$ cat src/arr_defines.svh
`ifndef ARR_DEFINES_SVH
`define ARR_DEFINES_SVH

// ----------------------------------------
// relocation word layout (bit 31 = leading bit 0)
// ----------------------------------------
`define ARR_TOP_HI      31
`define ARR_TOP_LO      29
`define ARR_FLAGS_HI    28
`define ARR_FLAGS_LO    24
`define ARR_OFF_HI      23
`define ARR_OFF_LO      12
`define ARR_LOW_HI      11
`define ARR_LOW_LO      0

// ----------------------------------------
// storage placement and strobes
// ----------------------------------------
`define ARR_REG_WBASE   22'h000050
`define ARR_BE_READ     4'h0
`define ARR_BE_FLAGS    4'h8

// ----------------------------------------
// reset and fixed values
// ----------------------------------------
`define ARR_FLAGS_RST   5'h00
`define ARR_OFF_RST     12'h000
`define ARR_KEY_RST     4'h0
`define ARR_LBR_FLAGS   5'h15

`endif

$ cat src/arr_pkg.sv
`default_nettype none

package arr_pkg;

	// ----------------------------------------
	// types
	// ----------------------------------------
	typedef enum logic [1:0] {
		ARR_OP_LOAD                = 2'h0,
		ARR_OP_BRANCH_LINK_EXT     = 2'h1,
		ARR_OP_BRANCH_RETURN_EXT   = 2'h2,
		ARR_OP_LOAD_BASE_RELATIVIZE = 2'h3
	} arr_op_t;

	typedef enum logic [2:0] {
		ARR_K_INSTR  = 3'h0,
		ARR_K_DEST   = 3'h1,
		ARR_K_ORIGIN = 3'h2,
		ARR_K_INDIR  = 3'h3,
		ARR_K_IO     = 3'h4
	} arr_kind_t;

	typedef enum logic [1:0] {
		ARR_ST_IDLE = 2'h0,
		ARR_ST_LOAD = 2'h1,
		ARR_ST_IO   = 2'h3,
		ARR_ST_WB   = 2'h2
	} arr_state_t;

	typedef struct packed {
		logic relative_instr_flag;
		logic indirect_dest_flag;
		logic relative_dest_flag;
		logic indirect_origin_flag;
		logic relative_origin_flag;
	} arr_flags_t;

endpackage : arr_pkg

`default_nettype wire

$ cat src/arr_calc_if.sv
`timescale 1ns/1ps
`default_nettype none

interface arr_calc_if;
	logic [23:0] addr;
	logic [11:0] offset;
	logic        en;
	logic [23:0] result;

	modport calc (input addr, input offset, input en, output result);
	modport user (output addr, output offset, output en, input result);
endinterface : arr_calc_if

`default_nettype wire

$ cat src/arr_reloc_calc.sv
`timescale 1ns/1ps
`default_nettype none

module arr_reloc_calc (
	// ----------------------------------------
	// operands and result
	// ----------------------------------------
	arr_calc_if.calc c
);

	// ----------------------------------------
	// high field gets the offset, rest passes
	// ----------------------------------------
	wire [11:0] sum_hi = c.addr[23:12] + c.offset;
	// carry out of the field is dropped so storage wraps
	assign c.result = c.en ? {sum_hi, c.addr[11:0]} : c.addr;

endmodule : arr_reloc_calc

`default_nettype wire

$ cat src/arr_reloc_unit.sv
`timescale 1ns/1ps
`default_nettype none
`include "arr_defines.svh"

module arr_reloc_unit (
	// clock and reset
	input  wire logic                 ref_clk_i,
	input  wire logic                 resetn_i,
	input  wire logic                 clear_i,
	// flag and load commands
	input  wire logic                 cmd_valid_i,
	input  wire arr_pkg::arr_op_t     cmd_op_i,
	input  wire logic [3:0]           cmd_key_i,
	input  wire arr_pkg::arr_flags_t  cmd_flags_i,
	input  wire logic                 cmd_r_i,
	// translation requests
	input  wire logic                 xlat_valid_i,
	input  wire arr_pkg::arr_kind_t   xlat_kind_i,
	input  wire logic [23:0]          xlat_addr_i,
	input  wire logic                 xlat_r_i,
	input  wire logic [3:0]           io_key_i,
	// status and results
	output var logic                  ready_o,
	output var logic                  cmd_done_o,
	output var logic                  spec_exc_o,
	output var logic                  xlat_done_o,
	output var logic [23:0]           xlat_addr_o,
	output var logic                  xlat_reloc_o,
	output var logic                  xlat_indirect_o,
	output var logic [31:0]           cur_reg_o,
	output var logic [3:0]            cur_key_o,
	// main storage
	output var logic                  mem_req_o,
	output var logic [3:0]            mem_be_o,
	output var logic [21:0]           mem_addr_o,
	output var logic [31:0]           mem_wdata_o,
	input  wire logic [31:0]          mem_rdata_i,
	input  wire logic                 mem_ack_i
);

	// ----------------------------------------
	// helpers
	// ----------------------------------------
	function automatic logic [21:0] reg_word(input logic [3:0] key);
		reg_word = `ARR_REG_WBASE + {18'h00000, key};
	endfunction : reg_word

	function automatic logic kind_reloc(input arr_pkg::arr_kind_t k,
		input arr_pkg::arr_flags_t f, input logic r);
		case (k)
			arr_pkg::ARR_K_INSTR:  kind_reloc = f.relative_instr_flag;
			arr_pkg::ARR_K_DEST:   kind_reloc = f.relative_dest_flag;
			arr_pkg::ARR_K_ORIGIN: kind_reloc = f.relative_origin_flag;
			arr_pkg::ARR_K_INDIR:  kind_reloc = r;
			default:               kind_reloc = 1'b1;
		endcase
	endfunction : kind_reloc

	// ----------------------------------------
	// state
	// ----------------------------------------
	arr_pkg::arr_state_t  state_q, state_d;
	arr_pkg::arr_flags_t  flags_q;
	logic [11:0]          off_q;
	logic [3:0]           key_q;
	logic [23:0]          src_q;
	logic [11:0]          off_used_q;
	logic                 ready_q, cmd_done_q, spec_q, done_q, reloc_q, indir_q;
	logic [23:0]          xaddr_q;
	logic                 req_q;
	logic [3:0]           be_q;
	logic [21:0]          maddr_q;
	logic [31:0]          wdata_q;

	arr_calc_if calc ();

	arr_reloc_calc u_calc (
		.c (calc)
	);

	// ----------------------------------------
	// decode
	// ----------------------------------------
	// commands win over translations when both arrive together
	wire cmd_take  = cmd_valid_i & ready_q;
	wire xlat_take = xlat_valid_i & ready_q & ~cmd_valid_i;
	wire ack       = req_q & mem_ack_i;
	wire in_io     = (state_q == arr_pkg::ARR_ST_IO);
	wire is_io     = (xlat_kind_i == arr_pkg::ARR_K_IO);

	arr_pkg::arr_flags_t link_flags;
	always_comb begin
		link_flags = flags_q;
		link_flags.relative_instr_flag = cmd_r_i;
	end

	wire arr_pkg::arr_flags_t new_flags =
		(cmd_op_i == arr_pkg::ARR_OP_BRANCH_LINK_EXT) ? link_flags :
		(cmd_op_i == arr_pkg::ARR_OP_LOAD_BASE_RELATIVIZE) ?
			arr_pkg::arr_flags_t'(`ARR_LBR_FLAGS) : cmd_flags_i;

	// return with all relative flags cleared while instruction flag set
	wire bad_ret = (cmd_op_i == arr_pkg::ARR_OP_BRANCH_RETURN_EXT) &
		flags_q.relative_instr_flag & ~(cmd_flags_i.relative_instr_flag |
		cmd_flags_i.relative_dest_flag | cmd_flags_i.relative_origin_flag);

	wire is_load   = (cmd_op_i == arr_pkg::ARR_OP_LOAD);
	wire upd_flags = cmd_take & ~is_load & ~bad_ret;

	// channel path takes offset straight from the keyed storage word
	assign calc.addr   = in_io ? src_q : xlat_addr_i;
	assign calc.offset = in_io ? mem_rdata_i[`ARR_OFF_HI:`ARR_OFF_LO] : off_q;
	assign calc.en     = in_io ? 1'b1 : kind_reloc(xlat_kind_i, flags_q, xlat_r_i);

	// relative flag evaluated first; indirect flag only tags the result
	wire indir_d = (xlat_kind_i == arr_pkg::ARR_K_DEST)   ? flags_q.indirect_dest_flag :
	               (xlat_kind_i == arr_pkg::ARR_K_ORIGIN) ? flags_q.indirect_origin_flag :
	               1'b0;

	wire done_d = (xlat_take & ~is_io) | (in_io & ack);

	always_comb begin
		state_d = state_q;
		case (state_q)
			arr_pkg::ARR_ST_IDLE: begin
				if (cmd_take & is_load)
					state_d = arr_pkg::ARR_ST_LOAD;
				else if (upd_flags)
					state_d = arr_pkg::ARR_ST_WB;
				else if (xlat_take & is_io)
					state_d = arr_pkg::ARR_ST_IO;
			end
			arr_pkg::ARR_ST_LOAD,
			arr_pkg::ARR_ST_IO,
			arr_pkg::ARR_ST_WB: begin
				if (ack)
					state_d = arr_pkg::ARR_ST_IDLE;
			end
			default: state_d = arr_pkg::ARR_ST_IDLE;
		endcase
	end

	// ----------------------------------------
	// control flops
	// ----------------------------------------
	always_ff @(posedge ref_clk_i) begin
		if (!resetn_i || clear_i) begin
			state_q <= arr_pkg::ARR_ST_IDLE;
			ready_q <= 1'b1;
		end else begin
			state_q <= state_d;
			ready_q <= (state_d == arr_pkg::ARR_ST_IDLE);
		end
	end

	// ----------------------------------------
	// current relocation register
	// ----------------------------------------
	always_ff @(posedge ref_clk_i) begin
		if (!resetn_i || clear_i) begin
			flags_q <= `ARR_FLAGS_RST;
			off_q   <= `ARR_OFF_RST;
			key_q   <= `ARR_KEY_RST;
		end else if (cmd_take & is_load) begin
			key_q <= cmd_key_i;
		end else if (upd_flags) begin
			flags_q <= new_flags;
		end else if ((state_q == arr_pkg::ARR_ST_LOAD) & ack) begin
			// storage leading and low bits are never captured
			flags_q <= mem_rdata_i[`ARR_FLAGS_HI:`ARR_FLAGS_LO];
			off_q   <= mem_rdata_i[`ARR_OFF_HI:`ARR_OFF_LO];
		end
	end

	// ----------------------------------------
	// storage port
	// ----------------------------------------
	always_ff @(posedge ref_clk_i) begin
		if (!resetn_i || clear_i) begin
			req_q   <= 1'b0;
			be_q    <= `ARR_BE_READ;
			maddr_q <= 22'h000000;
			wdata_q <= 32'h00000000;
		end else if (cmd_take & is_load) begin
			req_q   <= 1'b1;
			be_q    <= `ARR_BE_READ;
			maddr_q <= reg_word(cmd_key_i);
		end else if (upd_flags) begin
			// only the flags byte lane is written; offset and low bits stay
			req_q   <= 1'b1;
			be_q    <= `ARR_BE_FLAGS;
			maddr_q <= reg_word(key_q);
			wdata_q <= {3'h0, new_flags, 24'h000000};
		end else if (xlat_take & is_io) begin
			req_q   <= 1'b1;
			be_q    <= `ARR_BE_READ;
			maddr_q <= reg_word(io_key_i);
		end else if (ack) begin
			req_q <= 1'b0;
		end
	end

	// ----------------------------------------
	// result flops
	// ----------------------------------------
	always_ff @(posedge ref_clk_i) begin
		if (!resetn_i || clear_i) begin
			done_q     <= 1'b0;
			cmd_done_q <= 1'b0;
			spec_q     <= 1'b0;
		end else begin
			done_q     <= done_d;
			spec_q     <= cmd_take & bad_ret;
			cmd_done_q <= (cmd_take & bad_ret) |
				(ack & (state_q != arr_pkg::ARR_ST_IO));
		end
	end

	always_ff @(posedge ref_clk_i) begin
		if (!resetn_i) begin
			xaddr_q    <= 24'h000000;
			reloc_q    <= 1'b0;
			indir_q    <= 1'b0;
			src_q      <= 24'h000000;
			off_used_q <= 12'h000;
		end else begin
			if (xlat_take)
				src_q <= xlat_addr_i;
			if (done_d) begin
				xaddr_q    <= calc.result;
				reloc_q    <= calc.en;
				indir_q    <= in_io ? 1'b0 : indir_d;
				off_used_q <= calc.offset;
			end
		end
	end

	assign ready_o         = ready_q;
	assign cmd_done_o      = cmd_done_q;
	assign spec_exc_o      = spec_q;
	assign xlat_done_o     = done_q;
	assign xlat_addr_o     = xaddr_q;
	assign xlat_reloc_o    = reloc_q;
	assign xlat_indirect_o = indir_q;
	assign cur_reg_o       = {3'h0, flags_q, off_q, 12'h000};
	assign cur_key_o       = key_q;
	assign mem_req_o       = req_q;
	assign mem_be_o        = be_q;
	assign mem_addr_o      = maddr_q;
	assign mem_wdata_o     = wdata_q;
endmodule : arr_reloc_unit

`default_nettype wire

$ cat config.mk
export PLATFORM = sky130hd
export DESIGN_NAME = arr_reloc_unit
export DESIGN_NICKNAME = d
export VERILOG_FILES = /design/src/arr_pkg.sv /design/src/arr_calc_if.sv /design/src/arr_reloc_calc.sv /design/src/arr_reloc_unit.sv
export VERILOG_INCLUDE_DIRS = /design/src
export SDC_FILE = /design/constraint.sdc
export NUM_CORES = 1
export LEC_CHECK = 0
export BUFFER_PORTS_ARGS = -buffer_cell sky130_fd_sc_hd__buf_2
export CAP_MARGIN = 30
export CORE_UTILIZATION = 25
export CTS_CLUSTER_DIAMETER = 60
export DETAILED_ROUTE_END_ITERATION = 10
export PLACE_DENSITY_LB_ADDON = 0.2
export SLEW_MARGIN = 20
export SYNTH_ARGS = -nofsm -noshare
export SYNTH_HDL_FRONTEND = slang
export SYNTH_SLANG_ARGS = --single-unit
$ cat constraint.sdc
create_clock -name ref_clk_i -period 3.3 [get_ports ref_clk_i]
set_clock_uncertainty 0.15 [all_clocks]
set_input_delay 0.33 -clock ref_clk_i [delete_from_list [all_inputs] [get_ports ref_clk_i]]
set_output_delay 0.33 -clock ref_clk_i [all_outputs]
set_load 0.1 [all_outputs]
# After elaboration in Yosys (flattened, before gate mapping)

Cells that the tools add are included.

Register bits after elaboration: 106
Input port bits: 82
Output and inout port bits: 125
Word-level logic and storage cells: 102

Add/sub/neg operators: 4
Eq/ne operators: 11
Mux-type cells: 26
Bitwise operators: 26
Reduce and logical (&&, ||, !) cells: 15

Operators by type and width:

| operator                                      | number |
|---|---|
| two-way mux 22 bit                            | 3 |
| two-way mux 24 bit                            | 2 |
| adder 7 x 4 -> 8 bit, first input constant    | 3 |
| two-way mux 5 bit                             | 4 |
| bitwise AND 1 bit                             | 15 |
| adder 12 bit                                  | 1 |
| two-way mux 12 bit                            | 1 |
| == test 2 bit, second input constant          | 4 |
| two-way mux 1 bit                             | 8 |
| two-way mux 2 bit                             | 4 |
| two-way mux 4 bit                             | 2 |
| inverter 1 bit                                | 7 |
| == test 3 x 2 -> 1 bit, second input constant | 2 |
| zero test 2 bit                               | 3 |
| == test 2 x 1 -> 1 bit, second input constant | 2 |
| bitwise OR 1 bit                              | 4 |
| case mux 1 bit (4 select lines)               | 1 |
| case mux 2 bit (2 select lines)               | 1 |
| AND reduction 2 bit                           | 2 |
| nonzero test 2 bit                            | 2 |
| nonzero test 4 bit                            | 1 |
| == test 3 x 1 -> 1 bit, second input constant | 1 |
| == test 3 bit, second input constant          | 1 |
| zero test 3 bit                               | 1 |
| 7 further kinds                               | 7 |

# Depth between registers and ports, before layout

Gate-level depths: netlist (run 1).

Word-level depth: 10
Mapped depth: 14
Depth with buffers taken out: 11

# Cells and area by module

Synthesis (run 1) repeated with hierarchy kept, for this count alone.

Cells, all modules: 642
Area total of the unflattened synthesis: 5316.3 um^2

By module, submodules not included:

| module         | instances | cells an instance | area each (um^2) | sequential area each (um^2) |
|---|---|---|---|---|
| arr_reloc_unit | 1         | 534               | 4521.8           | 1781.7 |
| arr_reloc_calc | 1         | 108               | 794.5            | 0.0 |

# Least setup slack after synthesis (run 1)

OpenSTA, ideal clock, no wires.

Kind: register -> register
Start: reg state_q[0]
End: reg xaddr_q[22], in the netlist xlat_addr_o[22]
Arrival: 3147 ps
Path slack: -68 ps
Stages on the path, launching flop included: 15
Clock period less this slack: 3368 ps
Cell sequence: dfxtp_1 > buf_2 > and2_1 > buf_2 > buf_1 > mux2_2 > ha_1 > fa_1 > a21o_1 > nor3_1 > a211oi_1 > nor2b_1 > o21ai_0 > mux2_2 > a21oi_1

Word-level cells in the longest chain between the ends: 4

RTL lines:

| item                                                     | RTL line                                     | source |
|---|---|---|
| start, declared                                          | arr_reloc_unit.sv:62                         | `arr_pkg::arr_state_t state_q, state_d;` |
| start signal, assigned                                   | arr_reloc_unit.sv:148                        | `state_q <= arr_pkg::ARR_ST_IDLE;` |
| start signal, assigned                                   | arr_reloc_unit.sv:151                        | `state_q <= state_d;` |
| == test 2 bit *                                          | arr_reloc_unit.sv:88                         | `wire in_io = (state_q == arr_pkg::ARR_ST_IO);` |
| two-way mux 24 bit or two-way mux 12 bit (tied branches) | arr_reloc_unit.sv:111, arr_reloc_unit.sv:112 |  |
| adder 12 bit                                             | arr_reloc_calc.sv:14                         | `wire [11:0] sum_hi = c.addr[23:12] + c.offset;` |
| two-way mux 24 bit                                       | arr_reloc_calc.sv:16                         | `assign c.result = c.en ? {sum_hi, c.addr[11:0]} : c.addr;` |
| end signal, assigned                                     | arr_reloc_unit.sv:230                        | `xaddr_q <= calc.result;` |
| end, declared                                            | arr_reloc_unit.sv:69                         | `logic [23:0] xaddr_q;` |

Every way passes the cells marked *; elsewhere a longest branch is shown, timed or not.
A chain may end at the register's enable or synchronous reset.

# Final worst setup path (run 1)

Start: reg state_q[1]
End: reg xaddr_q[22], in the netlist xlat_addr_o[22]

The elaborated chain is that of the path after synthesis.

==> results.rst, run 1 <==
.. list-table::
   :header-rows: 1

   * - Metric
     - Value
   * - Largest fanout on the critical path
     - 22
   * - TritonCTS clock tree
     - yes
   * - Floorplan die width
     - 143 um
   * - Worst reg2reg path depth
     - 10
   * - H-tree depth
     - 3
   * - Main synth FF type
     - dfxtp_1
   * - Final net count
     - 820
   * - Shortest clock period the worst path allows after layout
     - between 3 and 4 ns
   * - Data required time of the worst path
     - 3.43 ns
   * - Register area share after synthesis
     - 36.0%
   * - Leakage power total
     - 2.87 nW
   * - Share of the synthesized area in the top cell type
     - 36.0%
   * - Capture point of the worst reg-to-reg path
     - xlat_addr_o[22]
   * - Overall via count from detail_route
     - 4297
   * - Antenna diode count
     - 0
   * - CTS Buf Count
     - 9
   * - Number of nets still failing antenna checks after routing
     - 0
   * - Max Root-Sink Buffers
     - 2
   * - Hold path depth
     - 3
   * - Highest attainable clock frequency
     - between 0.3 and 0.4 GHz
   * - Global-route wire length before repair
     - 21500 um
   * - Min-Delay Path Class
     - in2reg
   * - Startpoint of the lowest-slack hold path
     - mem_rdata_i[13]
   * - Share of cells above drive strength 1
     - 26.8%
   * - Transition time at the pin with the least slew margin
     - 0.677 ns
   * - Number of hold buffers added after cts
     - 0
   * - Vias per inst
     - about 4.3
   * - Core region area
     - 0.0195 sq mm
   * - Height of the die
     - roughly 140 um
   * - Violation count after the first detailed-routing iteration
     - 153
   * - Root buffer selected by CTS
     - clkbuf_16
   * - Synth unique cells
     - 53
   * - Final setup TNS
     - 0 ns
   * - Async set-reset flop share out of synthesis
     - 0%
   * - I/O pin cnt
     - 207
   * - Worst rel slew slack
     - 54.7%
   * - Power density over cell area
     - 506 mW/mm^2
   * - Number of DRC violations after detailed routing
     - 0
   * - Vias in the first global route
     - roughly 4000
   * - Number of warnings issued by yosys
     - 0
   * - Gr ovfl total
     - 0
   * - Classification of the worst setup path
     - reg2reg
   * - Effective utilization at floorplan
     - roughly 25%
   * - Number of rows in the core area
     - 51
   * - Slew Viols, Final
     - 0
   * - Post-detailed-placement half-perimeter wirelength
     - between 10000 and 15000 um
   * - Cell taking the most area after synthesis
     - dfxtp_1
   * - Die area
     - 0.0204 sq mm
   * - Setup-failing EPs final
     - 0
   * - Largest net degree at the start of global routing
     - 53
   * - Global placer's final weighted congestion
     - between 0.7 and 0.8
   * - Critical path launch point type
     - register
   * - Drt wl/cell
     - about 14 um
   * - Total wirelength of the detailed-routed design
     - 13900 um
   * - R2r startpoint
     - state_q[1]
   * - Result of the run
     - completed
   * - Unrepaired setup endpoints after global routing
     - false
   * - Final hold violations
     - 0
   * - CTS resizes
     - 0
   * - Initial antenna violation count
     - 0
   * - Worst vdd ir
     - 0.240 mV
   * - Start point of the critical path
     - state_q[1]
   * - Area overhead of the layout relative to synthesis
     - 22.1%
   * - Worst setup timing slack at the placement stage
     - 0.226 ns
   * - Clock sink count
     - between 80 and 90
   * - Syn Area/Cell
     - 8.30 sq um
   * - R2r setup slk
     - 0.24 ns
   * - Final period utilization
     - 92.6%
   * - Number of maximum-capacitance constraint violations
     - 0
   * - Netlist Area Pre-Place
     - 0.00496 sq mm
   * - Post-CTS setup buffers
     - 0
   * - 1st-pass router iterations
     - 4
   * - Clk_lat worst skew
     - 0.34 ns
   * - Hold worst-path end
     - off_q[1]
   * - Crit path capture type
     - register
   * - Data arrival time of the worst path
     - roughly 3.2 ns
   * - Seq cells post-synth
     - 89
   * - Final worst setup slack
     - about 0.24 ns
   * - Synth area leaders
     - dfxtp_1, buf_4, nand2_1
   * - Input/output buffers
     - 130
   * - Cell count after synthesis
     - roughly 600
   * - Number of synthesized flops with an enable pin
     - 0
   * - Clock transition at the registers of the reported paths
     - approximately 0.060 ns
   * - GRT Util Overall
     - roughly 14%
## Yosys cell counts (8+ instances only)
library cell / n
a21boi_0: 25
a21oi_1: 32
a31oi_1: 9
buf_4: 63
clkbuf_1: 21
dfxtp_1: 89
ha_1: 10
mux2_2: 22
mux2i_1: 18
nand2_1: 106
nand3_1: 19
nor2_1: 41
nor3_1: 8
o211a_1: 15
o211ai_1: 8
o21ai_0: 25
xor2_1: 8
## critical path: stages (launching register included)
cell and delay, ns:
dfxtp_1 0.36, and2_1 0.19, buf_4 0.33, mux2_2 0.42
ha_1 0.30, nand2_1 0.05, a211oi_1 0.32, nor2b_1 0.13
o21ai_0 0.23, mux2_2 0.37, a21oi_1 0.13
## flip-flops by register name, indices dropped and copies added (netlist names)
signal	flops
src_q	24
cur_reg_o	5
xlat_reloc_o	1
ready_o	1
mem_req_o	1
cur_key_o	4
state_q	2
mem_wdata_o	5
spec_exc_o	1
off_q	12
xlat_done_o	1
cmd_done_o	1
xlat_indirect_o	1
mem_be_o	1
xlat_addr_o	24
mem_addr_o	5
## report_power, final
part | internal, W | switching [W]
clock | 0.000622 | 0.000417
combinational | 0.000143 | 0.000730
sequential | 0.00112 | 0.0000272
## through the flow
step / hold WS, ns / power, W / utilization, % / cell area, sq um / cells
3_5_place_dp: 0.307 / 0.00205 / 29.6 / 5760 / 981
5_1_grt: 0.0784 / 0.00320 / 31.1 / 6050 / 996
3_3_place_gp: 0.300 / 0.00205 / 29.6 / 5760 / 981
6_report: 0.0862 / 0.00306 / 31.1 / 6050 / 996
4_1_cts: 0.0765 / 0.00310 / 31.1 / 6050 / 996
2_1_floorplan: 0.291 / 0.00195 / - / 5180 / 657
## routing by layer
layer | GRT usage, % | vias up | share of wire (%)
li1 | - | 2212 | -
met1 | 17.9 | 1966 | 46
met2 | 22.7 | 105 | 48
met3 | 2.98 | 14 | 3.6
met4 | 5.49 | 0 | 2.0
met5 | 0 | - | 0
## cells in the final DEF, fill, tap and decap left out, types with 4 or more instances in the layout
master	Yosys	routed
buf_4	63	21
nor2b_1	5	5
nand2_1	106	106
xnor2_1	4	4
a21boi_0	25	25
a31oi_1	9	9
conb_1	1	61
a21oi_1	32	32
inv_1	5	5
nor2_1	41	41
buf_2	4	130
mux2i_1	18	18
o211a_1	15	15
a22oi_1	4	4
and2_1	4	4
o21ai_0	25	25
dfxtp_1	89	89
mux2_2	22	22
a211oi_1	6	6
clkbuf_16	0	9
o211ai_1	8	8
nor3_1	8	8
a21o_1	5	5
ha_1	10	10
xor2_1	8	8
nand3_1	19	19
## cell families (layout without fill, tap and decap cells)
group,after synthesis,after routing,share of synthesized area (%)
XOR/XNOR,12,12,2.12
adder cells (fa/ha/maj),11,11,2.93
other,1,61,0.0757
multiplexers,42,42,9.37
AND/OR/NAND/NOR,204,204,18.3
AO/OA/AOI/OAI,140,140,19.0
buffers and inverters,98,172,12.3
flip-flops,89,89,36.0
## worst max-delay path by stage
stage | end | depth (start not counted)
6_report | xlat_addr_o[22] | 10
5_1_grt | xlat_addr_o[21] | 10
4_1_cts | xlat_addr_o[22] | 11
3_5_place_dp | xlat_addr_o[23] | 11
3_3_place_gp | xlat_addr_o[22] | 12
2_1_floorplan | xlat_addr_o[22] | 14
## layout make-up
class	count	area [sq um]
clock buffers	12	256
well taps	265	332
inverters	5	18.8
flip-flops and latches	89	1780
repair buffers	152	828
fillers	2129	13400
clock inverters	3	40.0
multi-input cells	470	2800
Note: power is estimated with default switching activity, not from simulation.
==> run 2: changes to the inputs <==
Settings changed: CTS_BUF_LIST set to sky130_fd_sc_hd__clkbuf_2 sky130_fd_sc_hd__clkbuf_4 sky130_fd_sc_hd__clkbuf_8.
==> run 2 against run 1 <==
Net effect: register-to-register slack hardly changed; sequential power hardly changed; core utilization is 0.50 points lower; sequential share of layout area is 0.48 points higher; worst setup slack worse by 0.011 ns; total power is 8.3% lower.
==> results.rst, run 2 (synthesized netlist as in run 1, its figures left out) <==
.. list-table::
   :header-rows: 1

   * - Metric
     - Value
   * - Result of the run
     - completed
   * - Number of rows in the core area
     - 51 (unchanged)
   * - Max Root-Sink Buffers
     - 2 (unchanged)
   * - Number of DRC violations after detailed routing
     - 0 (unchanged)
   * - Share of cells above drive strength 1
     - 26.9% (+0.14 points)
   * - GRT Util Overall
     - 13.9% (-0.029 points)
   * - Unrepaired setup endpoints after global routing
     - false
   * - Worst rel slew slack
     - 55.2% (+0.48 points)
   * - Vias in the first global route
     - 3993 (+0.78%)
   * - Global-route wire length before repair
     - 21500 um (-0.13%)
   * - Number of maximum-capacitance constraint violations
     - 0 (unchanged)
   * - Internal
     - 0.00166 W (-12%)
   * - Layout fillers
     - 2133 (+0.19%)
   * - CTS Buf Count
     - 9 (unchanged)
   * - Highest attainable clock frequency
     - 0.326 GHz (-0.37%)
   * - Met1 track utilization from global routing
     - 17.7% (-0.16 points)
   * - Share of the core filled with cells
     - 30.6% (-0.50 points)
   * - R2r setup slk
     - 0.23 ns (about the same)
   * - Area overhead of the layout relative to synthesis
     - 20.2%
   * - Area taken by multi-input logic gates
     - 0.00280 sq mm (unchanged)
   * - Setup-failing EPs final
     - 0 (unchanged)
   * - Core region area
     - 0.0195 sq mm (unchanged)
   * - CP dominant cell by count
     - mux2_2
   * - Input/output buffers
     - 130 (unchanged)
   * - CTS resizes
     - 0 (unchanged)
   * - Hold worst-path end
     - src_q[7]
   * - Min-Delay Path Class
     - in2reg
   * - Drt wl/cell
     - 14.0 um (about the same)
   * - Post-detailed-placement half-perimeter wirelength
     - 10400 um (unchanged)
   * - Gr ovfl total
     - 0 (unchanged)
   * - Final net count
     - 820 (unchanged)
   * - Vias per inst
     - 4.32 (+0.21%)
   * - Combinational share of power
     - 31.1% (+2.6 points)
   * - Global placer's final weighted congestion
     - 0.790 (unchanged)
   * - Final hold violations
     - 0 (unchanged)
   * - Clock transition at the registers of the reported paths
     - 0.09 ns (+0.03 ns)
   * - Largest net degree at the start of global routing
     - 53 (unchanged)
   * - Met3 Resource Use GR
     - 2.18% (-0.80 points)
   * - 1st-pass router iterations
     - 5 (+1)
   * - Classification of the worst setup path
     - reg2reg
   * - Number of nets still failing antenna checks after routing
     - 0 (unchanged)
   * - Fraction of power consumed by the clock network
     - 27.9% (-6.0 points)
   * - Number of hold buffers added after cts
     - 0 (unchanged)
   * - GR Util met2
     - 22.8% (+0.10 points)
   * - Root buffer selected by CTS
     - clkbuf_8
   * - Switching part of the total power
     - 40.9% (+2.6 points)
   * - Proportion of power drawn by flip-flops and latches
     - 40.9% (+3.3 points)
   * - Effective utilization at floorplan
     - 25.5% (unchanged)
   * - Shortest clock period the worst path allows after layout
     - 3.07 ns (+0.0115 ns)
   * - Worst reg2reg path depth
     - 11 (+1)
   * - Die area
     - 0.0204 sq mm (unchanged)
   * - Leakage power total
     - 2.83 nW (-1.5%)
   * - Violation count after the first detailed-routing iteration
     - 137 (-10%)
   * - Busiest layer in global routing
     - met2
   * - Clock sink count
     - 89 (unchanged)
   * - Cell type of the slowest stage on the worst timing path
     - fa_1
   * - Total wirelength of the detailed-routed design
     - 13900 um (about the same)
   * - Most frequent cells in the layout
     - buf_2, nand2_1, dfxtp_1
   * - Ordered cell list for the critical path
     - and2_1, mux2_2, ha_1, fa_1, a21o_1, nor3_1, a211oi_1, nor2b_1, o21ai_0, mux2_2, a21oi_1
   * - Transition time at the pin with the least slew margin
     - 0.670 ns (-0.00717 ns)
   * - Slew Viols, Final
     - 0 (unchanged)
   * - Clk_lat worst skew
     - 0.38 ns (+0.04 ns)
   * - H-tree depth
     - 3 (unchanged)
   * - Floorplan die width
     - 143 um (unchanged)
   * - Capture point of the worst reg-to-reg path
     - xlat_addr_o[22]
   * - Hold path depth
     - 3 (unchanged)
   * - Worst vdd ir
     - 0.151 mV (-37%)
   * - Antenna diode count
     - 0 (unchanged)
   * - Power density over cell area
     - 471 mW/mm^2 (-6.8%)
   * - Data required time of the worst path
     - 3.46 ns (+0.03 ns)
   * - Commonest non-fill, non-tap cell in the layout
     - buf_2
   * - Critical path launch point type
     - register
   * - Data arrival time of the worst path
     - 3.23 ns (+0.05 ns)
   * - Combined flip-flop and latch cell area
     - 0.00178 sq mm (unchanged)
   * - Overall via count from detail_route
     - 4306 (+0.21%)
   * - Initial antenna violation count
     - 0 (unchanged)
   * - Final setup TNS
     - 0 ns (unchanged)
   * - Reported net switching power
     - 0.00115 W (-2.2%)
   * - Crit path capture type
     - register
   * - Final period utilization
     - 93.0% (+0.35 points)
   * - Post-CTS setup buffers
     - 0 (unchanged)
   * - I/O pin cnt
     - 207 (unchanged)
   * - Critical Path Max Stage Delay
     - 0.40 ns (-0.02 ns)
   * - Largest fanout on the critical path
     - 3 (-86%)
   * - R2r startpoint
     - state_q[1]
   * - Startpoint of the lowest-slack hold path
     - xlat_addr_i[7]
   * - TritonCTS clock tree
     - yes
   * - Height of the die
     - 143 um (unchanged)
## run 2: cell counts in the layout (fill, tap and decap cells not counted)
Identical to the previous run, type by type.
## run 2: cell type report
type / instances / area share (%)
Multi-Input combinational cell: 470 / 47.0
Sequential cell: 89 / 29.9
Timing Repair Buffer: 152 / 13.9
Tap cell: 265 / 5.57
Clock buffer: 12 / 2.67
Clock inverter: 3 / 0.672
Inverter: 5 / 0.315
## run 2: through the flow
stage / hold slack [ns] / std cells / area, sq um / worst slack, ns / power, W
after global routing: 0.0422 / 996 / 5960 / 0.0176 / 0.00293
after CTS: 0.0307 / 996 / 5960 / 0.195 / 0.00284
final: 0.0465 / 996 / 5960 / 0.231 / 0.00281
after floorplan: 0.291 / 657 / 5180 / 0.0734 / 0.00195
after global placement: 0.300 / 981 / 5760 / 0.267 / 0.00205
after detailed placement: 0.307 / 981 / 5760 / 0.226 / 0.00205
## run 2: power groups by stage
| stage | logic (W) | registers, W | clock network, W |
|---|---|---|---|
| floorplan | 0.000543 | 0.00141 | 0 |
| global placement | 0.000877 | 0.00117 | 0 |
| detailed placement | 0.000877 | 0.00117 | 0 |
| global route | 0.000923 | 0.00116 | 0.000855 |
| finish | 0.000874 | 0.00115 | 0.000785 |
| CTS | 0.000878 | 0.00115 | 0.000815 |
## run 2: worst max-delay path by stage
stage / startpoint / end / slack [ns]
floorplan: state_q[0] / xlat_addr_o[22] / 0.07
global placement: state_q[0] / xlat_addr_o[22] / 0.27
detailed placement: state_q[1] / xlat_addr_o[23] / 0.23
CTS: state_q[1] / xlat_addr_o[22] / 0.20
global route: state_q[1] / xlat_addr_o[21] / 0.02
finish: state_q[1] / xlat_addr_o[22] / 0.23
## run 2: critical path: cells and delay by family, from the launching register on
kind / cells / cell delay, ns
flip-flops: 1 / 0.37
AO/OA/AOI/OAI: 4 / 0.58
AND/OR/NAND/NOR: 3 / 0.60
adder cells (fa/ha/maj): 2 / 0.62
multiplexers: 2 / 0.68
## run 2: metal layers
metal | vias to the layer above | part of all wire (%)
li1 | 2211 | -
met1 | 1981 | 47
met2 | 96 | 48
met3 | 18 | 3.0
met4 | 0 | 2.6
met5 | - | 0
==> run 3: changes to the inputs <==
Settings changed: CORE_ASPECT_RATIO set to 1.25, CTS_CLUSTER_SIZE set to 16, SYNTH_HIERARCHICAL set to 1.
==> run 3 against run 2 <==
Net effect: cell count up 2.7%; largest power group unchanged; critical endpoint unchanged; flip-flop and latch count unchanged; first-iteration DRC count up 58%; via count increased by 6.2%.
==> results.rst, run 3 <==
.. list-table::
   :header-rows: 1

   * - Metric
     - Value
   * - Final net count
     - 838 (+2.2%)
   * - Synth area leaders
     - dfxtp_1, buf_4, nand2_1
   * - CTS resizes
     - 0 (unchanged)
   * - Combined flip-flop and latch cell area
     - 0.00178 sq mm (unchanged)
   * - Critical path launch point type
     - register
   * - Highest attainable clock frequency
     - 0.334 GHz (+2.6%)
   * - Global placer's final weighted congestion
     - 0.756 (-4.3%)
   * - Max Root-Sink Buffers
     - 2 (unchanged)
   * - Crit path capture type
     - register
   * - Area taken by multi-input logic gates
     - 0.00301 sq mm (+7.6%)
   * - Syn Area/Cell
     - 8.28 sq um (-0.25%)
   * - Post-detailed-placement half-perimeter wirelength
     - 11400 um (+9.6%)
   * - Register area share after synthesis
     - 33.5% (-2.4 points)
   * - Capture point of the worst reg-to-reg path
     - xlat_addr_o[22]
   * - Most frequent cells in the layout
     - buf_2, nand2_1, dfxtp_1
   * - Synth unique cells
     - 64 (+21%)
   * - Ranking of synthesized cells by instance count
     - nand2_1, dfxtp_1, buf_4, a21boi_0, a21oi_1
   * - CTS Buf Count
     - 9 (unchanged)
   * - Clk_lat worst skew
     - 0.38 ns (about the same)
   * - Hold path depth
     - 3 (unchanged)
   * - Overall via count from detail_route
     - 4573 (+6.2%)
   * - Height of the die
     - 165 um (+16%)
   * - Placement-stage cell area
     - 0.00596 sq mm (+3.5%)
   * - Violation count after the first detailed-routing iteration
     - 217 (+58%)
   * - Worst rel slew slack
     - 48.1% (-7.1 points)
   * - Final hold violations
     - 0 (unchanged)
   * - Area overhead of the layout relative to synthesis
     - 16.2%
   * - Share of cells above drive strength 1
     - 28.8% (+1.8 points)
   * - Largest fanout on the critical path
     - 5 (+2)
   * - Ordered cell list for the critical path
     - and2_4, mux2_2, ha_1, inv_1, fa_2, nor2b_4, o31a_1, o311a_1, o21a_1, o31ai_1, nand2_1, a21boi_0
   * - Share of the synthesized area in the top cell type
     - 33.5% (-2.4 points)
   * - Result of the run
     - completed
   * - Drt wl/cell
     - 15.4 um (+10%)
   * - Initial antenna violation count
     - 1 (+1)
   * - Vias in the first global route
     - 4320 (+8.2%)
   * - Netlist Area Pre-Place
     - 0.00532 sq mm (+7.3%)
   * - Number of rows in the core area
     - 59 (+16%)
   * - Number of warnings issued by yosys
     - 6 (+6)
   * - Number of hold buffers added after cts
     - 0 (unchanged)
   * - Vias per inst
     - 4.47 (+3.4%)
   * - R2r startpoint
     - state_q[0]
   * - Total power
     - 0.00287 W (+2.2%)
   * - Critical Path Max Stage Delay
     - 0.37 ns (-0.03 ns)
   * - Gr ovfl total
     - 0 (unchanged)
   * - Crit path to
     - xlat_addr_o[22]
   * - Worst vdd ir
     - 0.232 mV (+54%)
   * - Routed metal-1 wire length
     - 7110 um (+9.6%)
   * - I/O pin cnt
     - 207 (unchanged)
   * - Clock transition at the registers of the reported paths
     - 0.10 ns (about the same)
   * - Commonest non-fill, non-tap cell in the layout
     - buf_2
   * - Data arrival time of the worst path
     - 3.15 ns (-0.08 ns)
   * - Shortest clock period the worst path allows after layout
     - 2.99 ns (-0.0787 ns)
   * - Most frequent cell after synthesis
     - nand2_1
   * - Top routing layer in use
     - met4
   * - Clock sink count
     - 89 (unchanged)
   * - Cell type of the slowest stage on the worst timing path
     - dfxtp_1
   * - Seq cells post-synth
     - 89 (unchanged)
   * - Setup-failing EPs final
     - 0 (unchanged)
   * - Unrepaired setup endpoints after global routing
     - false
   * - Classification of the worst setup path
     - reg2reg
   * - Slew Viols, Final
     - 0 (unchanged)
   * - Number of nets still failing antenna checks after routing
     - 0 (unchanged)
   * - Final period utilization
     - 90.6% (-2.4 points)
   * - Final non-filler cell area
     - 0.00618 sq mm (+3.7%)
   * - H-tree depth
     - 3 (unchanged)
   * - Power density over cell area
     - 464 mW/mm^2 (-1.5%)
   * - Met3 layer wire length in the routed design
     - 814 um (+95%)
   * - Leakage power total
     - 2.66 nW (-5.7%)
   * - Worst reg2reg path depth
     - 12 (+1)
   * - GRT Util Overall
     - 14.6% (+0.74 points)
   * - Input/output buffers
     - 130 (unchanged)
   * - Main synth FF type
     - dfxtp_1
   * - Layout fillers
     - 2312 (+8.4%)
   * - R2r setup slk
     - 0.31 ns (+0.08 ns)
   * - Number of synthesized flops with an enable pin
     - 0 (unchanged)
   * - Root buffer selected by CTS
     - clkbuf_8
   * - Floorplan die width
     - 132 um (-7.3%)
   * - Transition time at the pin with the least slew margin
     - 0.779 ns (+0.109 ns)
   * - TritonCTS clock tree
     - yes
   * - Cell count after synthesis
     - 642 (+7.5%)
   * - Start point of the critical path
     - state_q[0]
   * - Global-route wire length before repair
     - 24300 um (+13%)
   * - Worst setup timing slack at the placement stage
     - 0.217 ns (-0.00920 ns)
   * - Die area
     - 0.0219 sq mm (+7.2%)
   * - Core region area
     - 0.0208 sq mm (+7.0%)
   * - 1st-pass router iterations
     - 4 (-1)
   * - Share of the core filled with cells
     - 29.7% (-0.93 points)
   * - Largest net degree at the start of global routing
     - 51 (-3.8%)
   * - Total wirelength of the detailed-routed design
     - 15700 um (+13%)
   * - Final setup TNS
     - 0 ns (unchanged)
   * - Total length of routed met2 wires
     - 7410 um (+12%)
   * - Min-Delay Path Class
     - in2reg
   * - Async set-reset flop share out of synthesis
     - 0% (unchanged)
   * - Cell taking the most area after synthesis
     - dfxtp_1
   * - Final worst setup slack
     - 0.310 ns (+0.0787 ns)
   * - Number of DRC violations after detailed routing
     - 0 (unchanged)
   * - Data required time of the worst path
     - 3.46 ns (about the same)
   * - Post-CTS setup buffers
     - 0 (unchanged)
   * - Number of maximum-capacitance constraint violations
     - 0 (unchanged)
   * - Effective utilization at floorplan
     - 25.5% (+0.073 points)
run 3: layout make-up:
class / count / area share, %
clock buffer: 11 / 2.25
antenna: 2 / 0.0810
inverter: 9 / 0.547
sequential: 89 / 28.8
multi-input combinational: 487 / 48.7
tap: 274 / 5.55
clock inverter: 3 / 1.09
timing repair buffer: 148 / 12.9
run 3: where the power goes:
| part | switching [W] | internal [W] |
|---|---|---|
| logic | 0.000711 | 0.000156 |
| clock network | 0.000424 | 0.000437 |
| registers | 0.0000239 | 0.00112 |
| total | 0.00116 | 0.00171 |
run 3: worst max-delay path, delay by kind of cell, from the launching register on:
kind	cells	cell delay (ns)
buf+inv	1	0.08
compound gates	5	1.20
mux	1	0.36
fa+ha+maj	2	0.46
simple gates	3	0.30
flops	1	0.37
run 3: per-layer routing:
metal / up-vias / global-route usage, %
met5: - / 0
met4: 0 / 6.74
met3: 24 / 2.85
met2: 161 / 24.3
met1: 2087 / 18.3
li1: 2301 / -
run 3: cells by family (layout without fill, tap and decap cells):
family / Yosys count / count (layout) / synth area share [%]
DFF: 89 / 89 / 33.5
AOI/OAI and AO/OA: 164 / 164 / 20.7
buffers and inverters: 126 / 171 / 14.8
other: 1 / 63 / 0.0705
and+or+nand+nor: 198 / 198 / 17.1
adders and majority gates: 12 / 12 / 2.97
xor gates and xnor gates: 4 / 4 / 0.659
muxes: 48 / 48 / 10.2
run 3: worst min-delay path by stage:
stage | startpoint | endpoint | slack (ns)
after floorplan | cmd_flags_i[2] | spec_exc_o | 0.27
after global placement | mem_wdata_o[26] | mem_wdata_o[26] | 0.29
after global routing | xlat_addr_i[22] | src_q[22] | 0.03
final | cmd_key_i[3] | cur_key_o[3] | 0.04
after CTS | cmd_key_i[3] | cur_key_o[3] | 0.01
after detailed placement | mem_wdata_o[24] | mem_wdata_o[24] | 0.29
run 3: stage by stage:
step	hold WS, ns	cells
3_3_place_gp	0.293	1007
2_1_floorplan	0.269	702
5_1_grt	0.0340	1021
3_5_place_dp	0.294	1007
4_1_cts	0.0149	1021
6_report	0.0369	1023
